### config.mk
export PLATFORM = sky130hd
export DESIGN_NAME = vreg_control
export DESIGN_NICKNAME = d
export VERILOG_FILES = /design/src/vreg_pkg.sv /design/src/i2c_slave_port.sv /design/src/vreg_control.sv
export SDC_FILE = /design/constraint.sdc
export NUM_CORES = 1
export LEC_CHECK = 0
export BUFFER_PORTS_ARGS = -buffer_cell sky130_fd_sc_hd__clkbuf_2
export CAP_MARGIN = 15
export CORE_ASPECT_RATIO = 0.8
export CORE_MARGIN = 4
export CORE_UTILIZATION = 33
export CTS_CLUSTER_DIAMETER = 30
export DETAILED_ROUTE_END_ITERATION = 10
export PLACE_DENSITY = 0.53
export SYNTH_ARGS = -nofsm -noshare
export SYNTH_HDL_FRONTEND = slang
export SYNTH_SLANG_ARGS = --single-unit
### constraint.sdc
create_clock -name clk -period 10.4 [get_ports clk]
set_input_delay 2.08 -clock clk [delete_from_list [all_inputs] [get_ports clk]]
set_output_delay 2.08 -clock clk [all_outputs]
set_load 0.01 [all_outputs]
### src/vreg_pkg.sv
// Shared constants, types and register layout of the voltage control block
package vreg_pkg;

  // Register offsets
  localparam logic [7:0] OFF_LOW_SEL = 8'h00;
  localparam logic [7:0] OFF_HIGH_SEL = 8'h01;
  localparam logic [7:0] OFF_CONTROL = 8'h02;
  localparam logic [7:0] OFF_ID_VENDOR = 8'h03;
  localparam logic [7:0] OFF_ID_REV = 8'h04;
  localparam logic [7:0] OFF_STATUS = 8'h05;

  // Voltage register field positions
  localparam int SOFT_EN_BIT = 7;
  localparam int FPWM_BIT = 6;
  localparam int CODE_MSB = 5;
  localparam int CODE_W = 6;

  // Control register slew field position (bits 2:0)
  localparam int SLEW_MSB = 2;
  localparam int DISCH_BIT = 7;

  // Status register value while regulating
  localparam logic [7:0] STATUS_REGULATING = 8'h80;

  // Slave address (7-bit) and high-speed master code prefix
  localparam logic [6:0] SLAVE_ADDR_BASE = 7'h60;
  localparam logic [6:0] SLAVE_ADDR_ALT = 7'h62;
  localparam logic [4:0] HS_CODE_TOP = 5'h01;

  // Option groups for the step formula
  localparam logic [2:0] OPT_BASE = 3'h0;
  localparam logic [2:0] OPT_12826 = 3'h1;
  localparam logic [2:0] OPT_RAISED = 3'h2;
  localparam logic [2:0] OPT_12500 = 3'h3;
  localparam logic [2:0] OPT_12967 = 3'h4;

  // Target voltage expressed in microvolts
  localparam int UV_BASE = 600000;
  localparam int UV_BASE_ALT = 603000;
  localparam int UV_RAISED = 800000;
  localparam int UV_STEP_10 = 10000;
  localparam int UV_STEP_12826 = 12826;
  localparam int UV_STEP_12500 = 12500;
  localparam int UV_STEP_12967 = 12967;

  // Timing
  localparam int CLK_MHZ = 100;
  localparam int RETRY_OFF_US = 1700;
  localparam int RETRY_OFF_CYC = RETRY_OFF_US * CLK_MHZ;
  localparam int CL_LIMIT = 16;
  localparam int SOFTSTART_CYC = 64;
  localparam int OV_FILTER_CYC = 16;
  // Fastest slew 64 mV/us over a 10 mV step: 15.625 cycles, held in eighths
  localparam int SLEW_STEP_X8 = 125;
  // Limit-free cycles that end a run of consecutive current limits
  localparam int CL_GAP_CYC = 24;

  // Reset values (base option defaults)
  localparam logic [7:0] RST_LOW_SEL = 8'had;
  localparam logic [7:0] RST_HIGH_SEL = 8'hfc;
  localparam logic [7:0] RST_CONTROL = 8'h80;

  // Fault and analog indications carried together
  typedef struct packed {
    logic supply_ok;
    logic overvoltage;
    logic over_temp;
    logic current_limit;
    logic out_reached;
  } analog_in_s;

  // Regulator command outputs carried together
  typedef struct packed {
    logic switching;
    logic forced_pwm;
    logic [CODE_W-1:0] voltage_code;
    logic [20:0] target_uv; // 21 bits: upper codes exceed 1.048 V
  } reg_cmd_s;

endpackage

### src/i2c_slave_port.sv
// Serial-bus slave: frames bytes, acknowledges and serves register access
`timescale 1ns/1ps
module i2c_slave_port (
  input wire logic clk,
  input wire logic rst,
  input wire logic ce,
  input wire logic scl_in,
  input wire logic sda_in,
  output logic sda_out,
  output logic sda_oe,
  input wire logic [6:0] own_addr,
  output logic wr_stb,
  output logic [7:0] wr_addr,
  output logic [7:0] wr_data,
  output logic [7:0] rd_addr,
  input wire logic [7:0] rd_data
);
  import vreg_pkg::*;

  typedef enum logic [5:0] {
    S_IDLE = 6'b000001,
    S_BYTE = 6'b000010,
    S_ACK = 6'b000100,
    S_SEND = 6'b001000,
    S_MACK = 6'b010000,
    S_SKIP = 6'b100000
  } bus_state_e;

  // Three-stage synchronisers; decisions use stages two and three only
  logic [2:0] scl_sy, sda_sy, next_scl_sy, next_sda_sy;
  always_comb begin
    next_scl_sy = {scl_sy[1:0], scl_in};
    next_sda_sy = {sda_sy[1:0], sda_in};
  end
  always_ff @(posedge clk) begin
    if (rst) begin
      scl_sy <= 3'h7;
      sda_sy <= 3'h7;
    end else if (ce) begin
      scl_sy <= next_scl_sy;
      sda_sy <= next_sda_sy;
    end
  end

  logic scl_rise, scl_fall, start_c, stop_c;
  assign scl_rise = scl_sy[1] & ~scl_sy[2];
  assign scl_fall = ~scl_sy[1] & scl_sy[2];
  assign start_c = scl_sy[1] & scl_sy[2] & ~sda_sy[1] & sda_sy[2];
  assign stop_c = scl_sy[1] & scl_sy[2] & sda_sy[1] & ~sda_sy[2];

  bus_state_e st, next_st;
  logic [7:0] sh, next_sh;
  logic [3:0] cnt, next_cnt;
  logic [1:0] phase, next_phase; // 0 addr, 1 reg addr, 2 data
  logic rd_mode, next_rd_mode;
  logic do_ack, next_do_ack;
  logic [7:0] ptr, next_ptr;
  logic next_sda_out, next_wr_stb;
  logic [7:0] next_wr_data;

  // Byte framing, acknowledge and read-data sequencing
  always_comb begin
    next_st = st;
    next_sh = sh;
    next_cnt = cnt;
    next_phase = phase;
    next_rd_mode = rd_mode;
    next_do_ack = do_ack;
    next_ptr = ptr;
    next_sda_out = sda_out;
    next_wr_stb = 1'b0;
    next_wr_data = wr_data;
    if (stop_c) begin
      next_st = S_IDLE;
      next_sda_out = 1'b1;
    end else if (start_c) begin
      // Repeated start also lands here; register pointer is kept
      next_st = S_BYTE;
      next_cnt = 4'h0;
      next_phase = 2'd0;
      next_sda_out = 1'b1;
    end else begin
      case (st)
        S_IDLE: next_sda_out = 1'b1;
        S_BYTE: if (scl_rise) begin
          next_sh = {sh[6:0], sda_sy[2]};
          next_cnt = cnt + 4'h1;
        end else if (scl_fall && cnt == 4'h8) begin
          next_cnt = 4'h0;
          next_st = S_ACK;
          next_do_ack = 1'b1;
          if (phase == 2'd0) begin
            next_do_ack = sh[7:1] == own_addr;
            next_rd_mode = sh[0];
            next_phase = 2'd1;
          end else if (phase == 2'd1) begin
            next_ptr = sh;
            next_phase = 2'd2;
          end else begin
            next_wr_stb = 1'b1;
            next_wr_data = sh;
          end
          next_sda_out = ~next_do_ack;
        end
        S_ACK: if (scl_fall) begin
          next_sda_out = 1'b1;
          if (!do_ack) begin
            next_st = S_SKIP;
          end else if (rd_mode && phase == 2'd1) begin
            next_st = S_SEND;
            next_sh = {rd_data[6:0], 1'b0};
            next_sda_out = rd_data[7];
            next_cnt = 4'h1;
          end else begin
            next_st = S_BYTE;
          end
        end
        S_SEND: if (scl_fall) begin
          if (cnt == 4'h8) begin
            next_sda_out = 1'b1;
            next_st = S_MACK;
          end else begin
            next_sda_out = sh[7];
            next_sh = {sh[6:0], 1'b0};
            next_cnt = cnt + 4'h1;
          end
        end
        S_MACK: if (scl_rise) begin
          // Master nack ends the read; an ack re-sends the same register
          next_st = sda_sy[2] ? S_SKIP : S_ACK;
          next_do_ack = ~sda_sy[2];
        end
        S_SKIP: next_sda_out = 1'b1;
        default: next_st = S_IDLE;
      endcase
    end
  end

  always_ff @(posedge clk) begin
    if (rst) begin
      st <= S_IDLE;
      sh <= 8'h00;
      cnt <= 4'h0;
      phase <= 2'd0;
      rd_mode <= 1'b0;
      do_ack <= 1'b0;
      ptr <= 8'h00;
      sda_out <= 1'b1;
      wr_stb <= 1'b0;
      wr_data <= 8'h00;
    end else if (ce) begin
      st <= next_st;
      sh <= next_sh;
      cnt <= next_cnt;
      phase <= next_phase;
      rd_mode <= next_rd_mode;
      do_ack <= next_do_ack;
      ptr <= next_ptr;
      sda_out <= next_sda_out;
      wr_stb <= next_wr_stb;
      wr_data <= next_wr_data;
    end
  end

  assign sda_oe = ~sda_out;
  assign wr_addr = ptr;
  assign rd_addr = ptr;

endmodule // i2c_slave_port

### src/vreg_control.sv
// Digital control of a programmable step-down regulator
`timescale 1ns/1ps
// Behaviour
// - Select pin low picks low-select register, high picks high-select.
// - Base group target is 0.60 V plus code times 10 mV.
// - Second group target is 0.603 V plus code times 12.826 mV.
// - Raised-base target is 0.80 V plus code times 10 mV.
// - 12.5 mV option target is 0.60 V plus code times 12.5 mV.
// - 12.967 mV option target is 0.603 V plus code times 12.967 mV.
// - Reset loads both voltage registers with their defaults.
// - Rising slew codes 0..5 give 64 down to 2 mV/us, halving.
// - Falling target stops switching until output reaches new point.
// - Non-10 mV options scale slew by step over 10 mV.
// - Filtered input overvoltage stops switching.
// - Power-ok low while disabled, faulted or soft-starting.
// - Power-ok stays high during bus-requested voltage changes.
// - Sixteen consecutive current limits shut down 1700 us, then retry.
// - Thermal shutdown stops switching until over-temperature clears.
// - Status register reads 80 hex when enabled and regulating.
// - SCL input only; SDA open drain, low only for data or ack.
// - All bytes travel most significant bit first.
// - Respond to address C0, or C4 for alternate option.
// - Sample SDA on SCL rise; change SDA while SCL low.
// - High-speed master code is never acknowledged.
// - Ack drives SDA low; nack leaves it high.
// - Voltage register: bit7 enable, bit6 forced PWM, bits5:0 code.
// - Output on when enable pin high and selected soft enable set.
module vreg_control #(
  parameter logic [2:0] OPTION = vreg_pkg::OPT_BASE,
  parameter logic ALT_ADDR = 1'b0,
  parameter int RETRY_CYC = vreg_pkg::RETRY_OFF_CYC,
  parameter logic [7:0] VENDOR_ID = 8'h5a, // Arbitrary value
  parameter logic [3:0] REV_ID = 4'h3 // Arbitrary value
) (
  input wire logic clk,
  input wire logic rst,
  input wire logic ce,
  input wire logic scl_in,
  input wire logic sda_in,
  output logic sda_out,
  output logic sda_oe,
  input wire logic enable_pin,
  input wire logic voltage_select_pin,
  input wire vreg_pkg::analog_in_s analog_in,
  output vreg_pkg::reg_cmd_s reg_cmd,
  output logic power_ok_output,
  output logic power_ok_oe
);
  import vreg_pkg::*;

  typedef enum logic [4:0] {
    P_OFF = 5'b00001,
    P_SOFT = 5'b00010,
    P_RUN = 5'b00100,
    P_FALL = 5'b01000,
    P_RETRY = 5'b10000
  } pwr_state_e;

  // Step size and base of the selected option, in microvolts
  function automatic logic [20:0] target_uv(input logic [5:0] code);
    int base;
    int step;
    base = UV_BASE;
    step = UV_STEP_10;
    case (OPTION)
      OPT_12826: begin base = UV_BASE_ALT; step = UV_STEP_12826; end
      OPT_RAISED: begin base = UV_RAISED; step = UV_STEP_10; end
      OPT_12500: begin base = UV_BASE; step = UV_STEP_12500; end
      OPT_12967: begin base = UV_BASE_ALT; step = UV_STEP_12967; end
      default: begin base = UV_BASE; step = UV_STEP_10; end
    endcase
    return 21'(base + int'(code) * step);
  endfunction

  // Timer load per code step; fixed step time scales mV/us by step size
  function automatic logic [15:0] slew_cycles(input logic [2:0] code);
    return 16'((((SLEW_STEP_X8 << code) + 4) >> 3) - 1); // Rounded period
  endfunction

  // Pin inputs pass three flip-flops; change seen when stages 2,3 agree
  logic [2:0] en_sy, vs_sy, ov_sy, ot_sy, cl_sy, ok_sy, rc_sy;
  logic en_q, vs_q, ov_q, ot_q, cl_q, ok_q, rc_q;
  logic next_en_q, next_vs_q, next_ov_q, next_ot_q, next_cl_q, next_ok_q;
  logic next_rc_q;
  always_comb begin
    next_en_q = (en_sy[1] == en_sy[2]) ? en_sy[2] : en_q;
    next_vs_q = (vs_sy[1] == vs_sy[2]) ? vs_sy[2] : vs_q;
    next_ov_q = (ov_sy[1] == ov_sy[2]) ? ov_sy[2] : ov_q;
    next_ot_q = (ot_sy[1] == ot_sy[2]) ? ot_sy[2] : ot_q;
    next_cl_q = (cl_sy[1] == cl_sy[2]) ? cl_sy[2] : cl_q;
    next_ok_q = (ok_sy[1] == ok_sy[2]) ? ok_sy[2] : ok_q;
    next_rc_q = (rc_sy[1] == rc_sy[2]) ? rc_sy[2] : rc_q;
  end
  always_ff @(posedge clk) begin
    if (rst) begin
      {en_sy, vs_sy, ov_sy, ot_sy, cl_sy, ok_sy, rc_sy} <= '0;
      {en_q, vs_q, ov_q, ot_q, cl_q, ok_q, rc_q} <= '0;
    end else if (ce) begin
      en_sy <= {en_sy[1:0], enable_pin};
      vs_sy <= {vs_sy[1:0], voltage_select_pin};
      ov_sy <= {ov_sy[1:0], analog_in.overvoltage};
      ot_sy <= {ot_sy[1:0], analog_in.over_temp};
      cl_sy <= {cl_sy[1:0], analog_in.current_limit};
      ok_sy <= {ok_sy[1:0], analog_in.supply_ok};
      rc_sy <= {rc_sy[1:0], analog_in.out_reached};
      en_q <= next_en_q;
      vs_q <= next_vs_q;
      ov_q <= next_ov_q;
      ot_q <= next_ot_q;
      cl_q <= next_cl_q;
      ok_q <= next_ok_q;
      rc_q <= next_rc_q;
    end
  end

  // Bus slave
  logic wr_stb;
  logic [7:0] wr_addr, wr_data, rd_addr;
  logic [7:0] rd_data;
  logic sda_out_c, sda_oe_c;
  i2c_slave_port u_bus (
    .clk(clk),
    .rst(rst),
    .ce(ce),
    .scl_in(scl_in),
    .sda_in(sda_in),
    .sda_out(sda_out_c),
    .sda_oe(sda_oe_c),
    .own_addr(ALT_ADDR ? SLAVE_ADDR_ALT : SLAVE_ADDR_BASE),
    .wr_stb(wr_stb),
    .wr_addr(wr_addr),
    .wr_data(wr_data),
    .rd_addr(rd_addr),
    .rd_data(rd_data)
  );

  // Register file
  logic [7:0] low_select_voltage_reg, high_select_voltage_reg, control;
  logic [7:0] regulation_status;
  logic [7:0] next_low, next_high, next_control;
  always_comb begin
    next_low = low_select_voltage_reg;
    next_high = high_select_voltage_reg;
    next_control = control;
    if (wr_stb) begin
      case (wr_addr)
        OFF_LOW_SEL: next_low = wr_data;
        OFF_HIGH_SEL: next_high = wr_data;
        OFF_CONTROL: next_control = wr_data;
        default: ;
      endcase
    end
  end
  always_ff @(posedge clk) begin
    if (rst) begin
      low_select_voltage_reg <= RST_LOW_SEL;
      high_select_voltage_reg <= RST_HIGH_SEL;
      control <= RST_CONTROL;
    end else if (ce) begin
      low_select_voltage_reg <= next_low;
      high_select_voltage_reg <= next_high;
      control <= next_control;
    end
  end

  // Read mux; unmapped offsets read zero
  always_comb begin
    case (rd_addr)
      OFF_LOW_SEL: rd_data = low_select_voltage_reg;
      OFF_HIGH_SEL: rd_data = high_select_voltage_reg;
      OFF_CONTROL: rd_data = control;
      OFF_ID_VENDOR: rd_data = VENDOR_ID;
      OFF_ID_REV: rd_data = {4'h0, REV_ID};
      OFF_STATUS: rd_data = regulation_status;
      default: rd_data = 8'h00;
    endcase
  end

  logic [7:0] sel_reg;
  assign sel_reg = vs_q ? high_select_voltage_reg : low_select_voltage_reg;

  // Overvoltage filter: only a steady indication causes shutdown
  logic [4:0] ov_cnt, next_ov_cnt;
  logic ov_trip;
  always_comb begin
    if (!ov_q) begin
      next_ov_cnt = 5'h0;
    end else if (ov_cnt != 5'(OV_FILTER_CYC)) begin
      next_ov_cnt = ov_cnt + 5'h1;
    end else begin
      next_ov_cnt = ov_cnt;
    end
  end
  assign ov_trip = ov_cnt == 5'(OV_FILTER_CYC);

  // Power sequencing
  pwr_state_e ps, next_ps;
  logic [5:0] cur_code, next_cur_code;
  logic [23:0] tmr, next_tmr;
  logic [4:0] cl_cnt, next_cl_cnt, cl_gap, next_cl_gap;
  logic cl_d, next_cl_d;
  logic want_on, fault;
  logic next_pok, next_sw;
  assign want_on = en_q & sel_reg[SOFT_EN_BIT];
  assign fault = ov_trip | ot_q | ~ok_q;

  always_comb begin
    next_ps = ps;
    next_cur_code = cur_code;
    next_tmr = tmr;
    next_cl_cnt = cl_cnt;
    next_cl_d = cl_q;
    next_cl_gap = cl_q ? 5'h0 : cl_gap + 5'(cl_gap != 5'(CL_GAP_CYC));
    next_pok = 1'b0;
    next_sw = 1'b0;
    if (ps == P_RUN || ps == P_SOFT) begin
      if (cl_q && !cl_d) begin
        next_cl_cnt = cl_cnt + 5'h1;
      end else if (cl_gap == 5'(CL_GAP_CYC)) begin // Run broken
        next_cl_cnt = 5'h0;
      end
    end
    if (!want_on || fault) begin
      next_ps = (ps == P_RETRY) ? P_RETRY : P_OFF;
      next_cl_cnt = 5'h0;
    end
    case (ps)
      P_OFF: if (want_on && !fault) begin
        next_ps = P_SOFT;
        next_tmr = 24'(SOFTSTART_CYC);
        next_cur_code = sel_reg[CODE_MSB:0];
      end
      P_SOFT: begin
        next_sw = 1'b1;
        if (tmr != 24'h0) begin
          next_tmr = tmr - 24'h1;
        end else if (next_ps == P_SOFT) begin
          next_ps = P_RUN;
        end
      end
      P_RUN: begin
        next_sw = 1'b1;
        next_pok = 1'b1;
        if (tmr != 24'h0) begin
          next_tmr = tmr - 24'h1;
        end else if (sel_reg[CODE_MSB:0] > cur_code) begin
          next_cur_code = cur_code + 6'h1;
          next_tmr = 24'(slew_cycles(control[SLEW_MSB:0]));
        end else if (sel_reg[CODE_MSB:0] < cur_code) begin
          next_cur_code = sel_reg[CODE_MSB:0];
          if (next_ps == P_RUN) next_ps = P_FALL;
        end
      end
      P_FALL: begin
        next_pok = 1'b1;
        if (rc_q && next_ps == P_FALL) next_ps = P_RUN;
      end
      P_RETRY: begin
        if (tmr != 24'h0) begin
          next_tmr = tmr - 24'h1;
        end else begin
          next_ps = P_OFF;
        end
      end
      default: next_ps = P_OFF;
    endcase
    if (next_cl_cnt == 5'(CL_LIMIT) && ps != P_RETRY) begin
      next_ps = P_RETRY;
      next_tmr = 24'(RETRY_CYC);
      next_cl_cnt = 5'h0;
      next_sw = 1'b0;
      next_pok = 1'b0;
    end
    if (next_ps != P_RUN && next_ps != P_FALL) next_pok = 1'b0;
    if (next_ps != P_RUN && next_ps != P_SOFT) next_sw = 1'b0;
  end

  always_ff @(posedge clk) begin
    if (rst) begin
      ps <= P_OFF;
      cur_code <= 6'h0;
      tmr <= 24'h0;
      cl_cnt <= 5'h0;
      cl_d <= 1'b0;
      cl_gap <= 5'h0;
      ov_cnt <= 5'h0;
      power_ok_output <= 1'b0;
      power_ok_oe <= 1'b1;
      reg_cmd <= '0;
      regulation_status <= 8'h00;
      sda_out <= 1'b1;
      sda_oe <= 1'b0;
    end else if (ce) begin
      ps <= next_ps;
      cur_code <= next_cur_code;
      tmr <= next_tmr;
      cl_cnt <= next_cl_cnt;
      cl_d <= next_cl_d;
      cl_gap <= next_cl_gap;
      ov_cnt <= next_ov_cnt;
      // Open drain: drive low only, release when good
      power_ok_output <= 1'b0;
      power_ok_oe <= ~next_pok;
      reg_cmd.switching <= next_sw;
      reg_cmd.forced_pwm <= sel_reg[FPWM_BIT];
      reg_cmd.voltage_code <= next_cur_code;
      reg_cmd.target_uv <= target_uv(next_cur_code);
      regulation_status <= (next_ps == P_RUN || next_ps == P_FALL) ?
        STATUS_REGULATING : 8'h00;
      sda_out <= sda_out_c;
      sda_oe <= sda_oe_c;
    end
  end

endmodule // vreg_control

# Yosys cells after proc, flatten, opt, wreduce, memory -nomap -nowiden
# Index checks and enable logic that the tools add are counted.
# totals
register_bits	183
in_bits	12
# op_classes
addsub	9
multipliers	1
magnitude_cmp	2
n_eq_ne	67
shifts	1
muxes	106
bitwise_logic	23
n_reduce_logical	50
# ops
op	n
two-way mux 24 bit	5
two-way mux 5 bit	20
two-way mux 6 bit	14
case mux 24 bit (3 select lines)	1
two-way mux 32 bit	2
two-way mux 8 bit	8
case mux 8 bit (6 select lines)	1
two-way mux 21 bit	2
two-way mux 4 bit	9
multiplier 7 x 32 -> 21 bit	1
two-way mux 1 bit	31
case mux 6 bit (5 select lines)	1
!= test 4 x 1 -> 1 bit (second input constant)	7
case mux 5 bit (5 select lines)	1
case mux 8 bit (3 select lines)	1
AND reduction 8 bit	3
nonzero test 24 bit	1
subtractor 24 x 1 -> 24 bit (second input constant)	1
adder 21 bit	1
equality test 5 bit (second input constant)	4
adder 19 x 4 -> 19 bit (second input constant)	1
<< shifter 7 x 3 -> 19 bit (first input constant)	1
!= test 3 x 1 -> 1 bit (second input constant)	6
equality test 8 x 2 -> 1 bit (second input constant)	2
other kinds (57)	135

# Depth between registers and ports, before layout
# logic_depth
word_depth	16
mapped_depth	26
ltp_nobuf	25

# By module
# From an unflattened synthesis, not the netlist that was laid out.
# unflattened
hier_cells	1242
area_unflattened_um2	10515.1
# by_module_without_submodules
module	instances	cells_each	area_per_inst_um2
vreg_control	1	943	7948.9
i2c_slave_port	1	299	2566.2

# Worst setup path before layout
# No wires, ideal clock.
# synth_path
path_type	register -> register
start	reg vs_q
end	reg reg_cmd[19] (netlist bit)
arrival_time_ps	5854
required_ps	10314
path_slack_ps	4461
stages_incl_launch_ff	26
path_buffers	1
period_less_slack_ps	5939
cell_sequence	dfxtp_1 -> buf_2 -> mux2i_1 -> inv_1 -> ha_1 -> a21o_1 -> a21o_1 -> nor2_1 -> mux2i_1 -> a211oi_1 -> inv_1 -> fa_1 -> inv_1 -> ha_1 -> inv_1 -> fa_1 -> inv_1 -> ha_1 -> a21o_1 -> a21oi_1 -> o21bai_1 -> a2111oi_0 -> nor3_1 -> a311oi_1 -> xnor2_1 -> a211oi_1
# synth_between
elab_chain_cells	8
# synth_lines
item	line_no	rtl
from (decl)	vreg_control.sv:82	logic en_q, vs_q, ov_q, ot_q, cl_q, ok_q, rc_q;
from (signal assigned)	vreg_control.sv:107	vs_q <= next_vs_q;
two-way mux 8 bit (*)	vreg_control.sv:180	assign sel_reg = vs_q ? high_select_voltage_reg : low_select_voltage_reg;
< comparator 6 bit	vreg_control.sv:249	end else if (sel_reg[CODE_MSB:0] < cur_code) begin
two-way mux 6 bit	vreg_control.sv:249	
two-way mux 6 bit	vreg_control.sv:246	end else if (sel_reg[CODE_MSB:0] > cur_code) begin
two-way mux 6 bit	vreg_control.sv:244	if (tmr != 24'h0) begin
case mux 6 bit (2 select lines) (*)	vreg_control.sv:227	case (ps)
via next_cur_code[3]	vreg_control.sv:198	logic [5:0] cur_code, next_cur_code;
multiplier 7 x 32 -> 21 bit (*)	vreg_control.sv:72	return 21'(base + int'(code) * step);
adder 21 bit (*)	vreg_control.sv:72	
to (decl)	vreg_control.sv:45	output vreg_pkg::reg_cmd_s reg_cmd,
# Mark *: on every way through the listed nets, which the timed path passes. The rest lies on a longest branch.
# A chain may end at the register's enable or synchronous reset.

# Final worst setup path
# layout_path
start	reg vs_q
end	reg reg_cmd[18] (netlist bit)
# Same word-level chain as after synthesis.

==> results by group <==
Yosys
  – Cells after synthesis: 1204
  – Mux contribution to synthesized area: 0.0888
  – Post-synth EDFFs: 0
  – Post-synth cell types: 81
  – Post-synthesis sequential area ratio: 0.345
  – Ys Warns: 0
  – Compound-Gate Fraction of Synth Area: 0.177
  – Main synth FF type: dfxtp_1
  – Largest area contributor in the netlist: dfxtp_1
  – Largest family of logic cells by synthesized area: simple AND/OR/NAND/NOR gates
  – Avg Cell Area, Syn: 8.19 um^2
  – FF+latch count, synth: 170
  – Share of flip-flops with an asynchronous set or reset after synthesis: 0
  – XOR/XNOR Fraction of Synth Area: 0.0266
  – Area share of fa/ha/maj cells after synthesis: 0.0886
  – Mapped Area: 0.00986 mm^2
  – Top cell type's share of synthesized area: 0.345
  – Simple-gate share of the synthesized area: 0.222
  – Top post-synthesis cells by area: dfxtp_1 (35%), mux2i_1 (8.4%), ha_1 (6.7%), nor2_1 (5.8%), a21oi_1 (4.9%)

Global route
  – Largest net degree at the start of global routing: 82
  – First-pass GRT wire length: 41200 um
  – Vias in the first global route: 7717
  – Grt total ovfl: 0
  – Gr usage total: 0.152
  – Initial antenna violation count: 0

Finish
  – Final #Nets: 1277
  – Biggest register: tmr
  – Share of cells above drive strength 1: 0.0866
  – Max FFs per register: 24
  – Util after Layout: 0.369
  – Regs by FF count: tmr (24), reg_cmd (19)
  – N_diodes: 0
  – Most frequent cells in the layout: dfxtp_1 (170), nor2_1 (153), nand2_1 (108), a21oi_1 (97), mux2i_1 (83)
  – Most common cell after layout, fill and taps aside: dfxtp_1
  – Area delta synth->final: 9.92%

Timing
  – Hold Violations, Final: 0
  – RSZ-0062 raised after global routing: false
  – Final cycle utilization of the critical path: 0.666
  – FMAX: 0.144 GHz
  – Setup Viol. Count Final: 0
  – Slew headroom: 0.280
  – Setup ws final: 3470 ps
  – Worst-margin pin slew: 1080 ps
  – Minimum clock period: 6930 ps
  – Hold slack: 462 ps
  – Fin Clk Skew: 13.9 ps
  – Count of pins over their slew limit: 0
  – TNS Setup: 0 ps

Routing
  – Final wirelength: 24700 um
  – Initial DRC Count: 628
  – Routed vias: 8389
  – Post-route DRC: 0
  – 1st-pass router iterations: 5
  – Routed length per instance: 15.5 um
  – Via-to-Cell Ratio: 5.28
  – Antenna viol nets, final: 0

Die
  – Core Area: 0.0294 mm^2
  – Die width: 201 um
  – DIE HEIGHT: 163 um
  – # IOs: 45
  – DIE AREA: 0.0327 mm^2
  – Initial core utilization: 0.336
  – FP Rows: 56

CTS
  – Clk slew on worst S/H paths: 60 ps
  – Postcts setup bufs: 0
  – TritonCTS clock tree: built
  – Root Buffer Master: clkbuf_16
  – CTS resizes: 0
  – TritonCTS Buffers: 17
  – Clock sink count: 170
  – Post-CTS Hold Buffers: 0
  – Clock Latency Late Sink: 440 ps
  – H-tree depth: 4
  – Clock Tree Buf Depth: 2

Worst hold path
  – HP Class: flop to flop

Pwr
  – Power Dens Cells: 137 mW/mm^2
  – Sw Pwr: 0.411 mW
  – Clock power frac: 0.417
  – Leakage: 4.50 nW
  – Logic pwr share: 0.125
  – Switching share of power: 0.276
  – Final Power: 1.49 mW
  – P_int: 1.08 mW
  – Share of power burned in registers: 0.458
  – VDD IR-drop max: 110 uV

Placed design
  – DP Wirelength: 17300 um
  – Pre-CTS WS: 3590 ps
  – IO Port Bufs: 39
  – GPL Wtd Cong: 0.910

Critical path
  – Critical Path End: reg_cmd[18]
  – CP Capture Type: flop
  – R2R Path End: reg_cmd[18]
  – Data required time of the worst path: 10700 ps
  – Slack of the worst reg-to-reg path: 3470 ps
  – CP Launch Type: flop
  – Worst r2r path cells: 23
  – Source of the critical timing path: vs_q
  – Worst EP arrival: 7230 ps
  – Kind of critical path: flop to flop
  – Max Fanout on Critical Path: 10
  – Worst R2R Start: vs_q

Run
  – Max-cap viol count: 0

Outcome
  – Status: finished clean
metal layers:
layer / wire length [um] / up-vias / GRT usage
li1: - / 4275 / -
met3: 988 / 19 / 0.0283
met2: 10000 / 147 / 0.212
met5: 0 / - / 0
met4: 284 / 0 / 0.0422
met1: 13400 / 3948 / 0.235
synth_stat cells (all sizes together) (7+ instances only):
library cell / n
a211oi: 19
a21o: 13
a21oi: 98
a221oi: 7
a31oi: 8
buf: 20
clkbuf: 51
dfxtp: 170
fa: 10
ha: 53
inv: 53
mux2i: 83
nand2: 108
nand2b: 12
nand3: 37
nand3b: 9
nand4: 11
nor2: 155
nor2b: 11
nor3: 36
nor4: 9
o21ai: 66
o22ai: 10
o31ai: 10
or2: 9
or3: 9
or4: 12
xnor2: 12
xor2: 18
cell families (layout without fill, tap and decap cells):
| group | Yosys count | count (layout) |
|---|---|---|
| adders and majority gates | 64 | 64 |
| muxes | 87 | 87 |
| xor gates and xnor gates | 30 | 30 |
| other | 1 | 5 |
| and+or+nand+nor | 449 | 449 |
| DFF | 170 | 170 |
| buffers and inverters | 124 | 129 |
| AOI/OAI and AO/OA | 279 | 279 |
stage by stage:
stage / instances / instance area [um^2]
after floorplan: 1208 / 9880
after global placement: 1560 / 10300
after detailed placement: 1560 / 10300
after CTS: 1590 / 10800
after global routing: 1590 / 10800
final: 1590 / 10800
worst max-delay path, stage by stage (launching register included):
cell and delay, ps:
dfxtp_1 610, mux2i_1 360, inv_1 70, ha_1 290, a21o_1 180, a21o_1 230
nor2_1 450, mux2i_1 160, a211oi_1 600, inv_1 280, fa_1 570, inv_1 40
ha_1 260, inv_1 50, fa_1 520, inv_1 40, ha_1 330, a21oi_1 210
o21bai_1 120, a2111oi_0 650, o311ai_0 330, xor2_1 210, mux2i_1 160, nor2_1 50
power by group through the flow:
stage | logic [mW] | registers, mW | clock network (mW)
after floorplan | 0.138 | 0.698 | 0
after global placement | 0.186 | 0.697 | 0
after detailed placement | 0.187 | 0.697 | 0
after CTS | 0.188 | 0.683 | 0.643
after global routing | 0.210 | 0.685 | 0.669
final | 0.186 | 0.683 | 0.621
how the worst min path moves through the flow:
stage,slack [ps],startpoint,cells past startpoint,end
2_1_floorplan,440,en_sy[2],2,en_q
3_3_place_gp,440,en_sy[2],2,en_q
3_5_place_dp,450,vs_sy[2],2,vs_q
4_1_cts,460,vs_sy[2],2,vs_q
5_1_grt,470,vs_sy[2],2,vs_q
6_report,460,reg_cmd[28],2,reg_cmd[28]
cell type report:
class                   instances  area (um^2)
clock buffers                  19          443
clock inverters                11          111
fillers                      3010        18500
inverters                      53          199
multi-input cells             914         5960
flip-flops and latches        170         3400
well taps                     377          472
repair buffers                 46          253
Note: power is estimated with default switching activity, not from simulation.
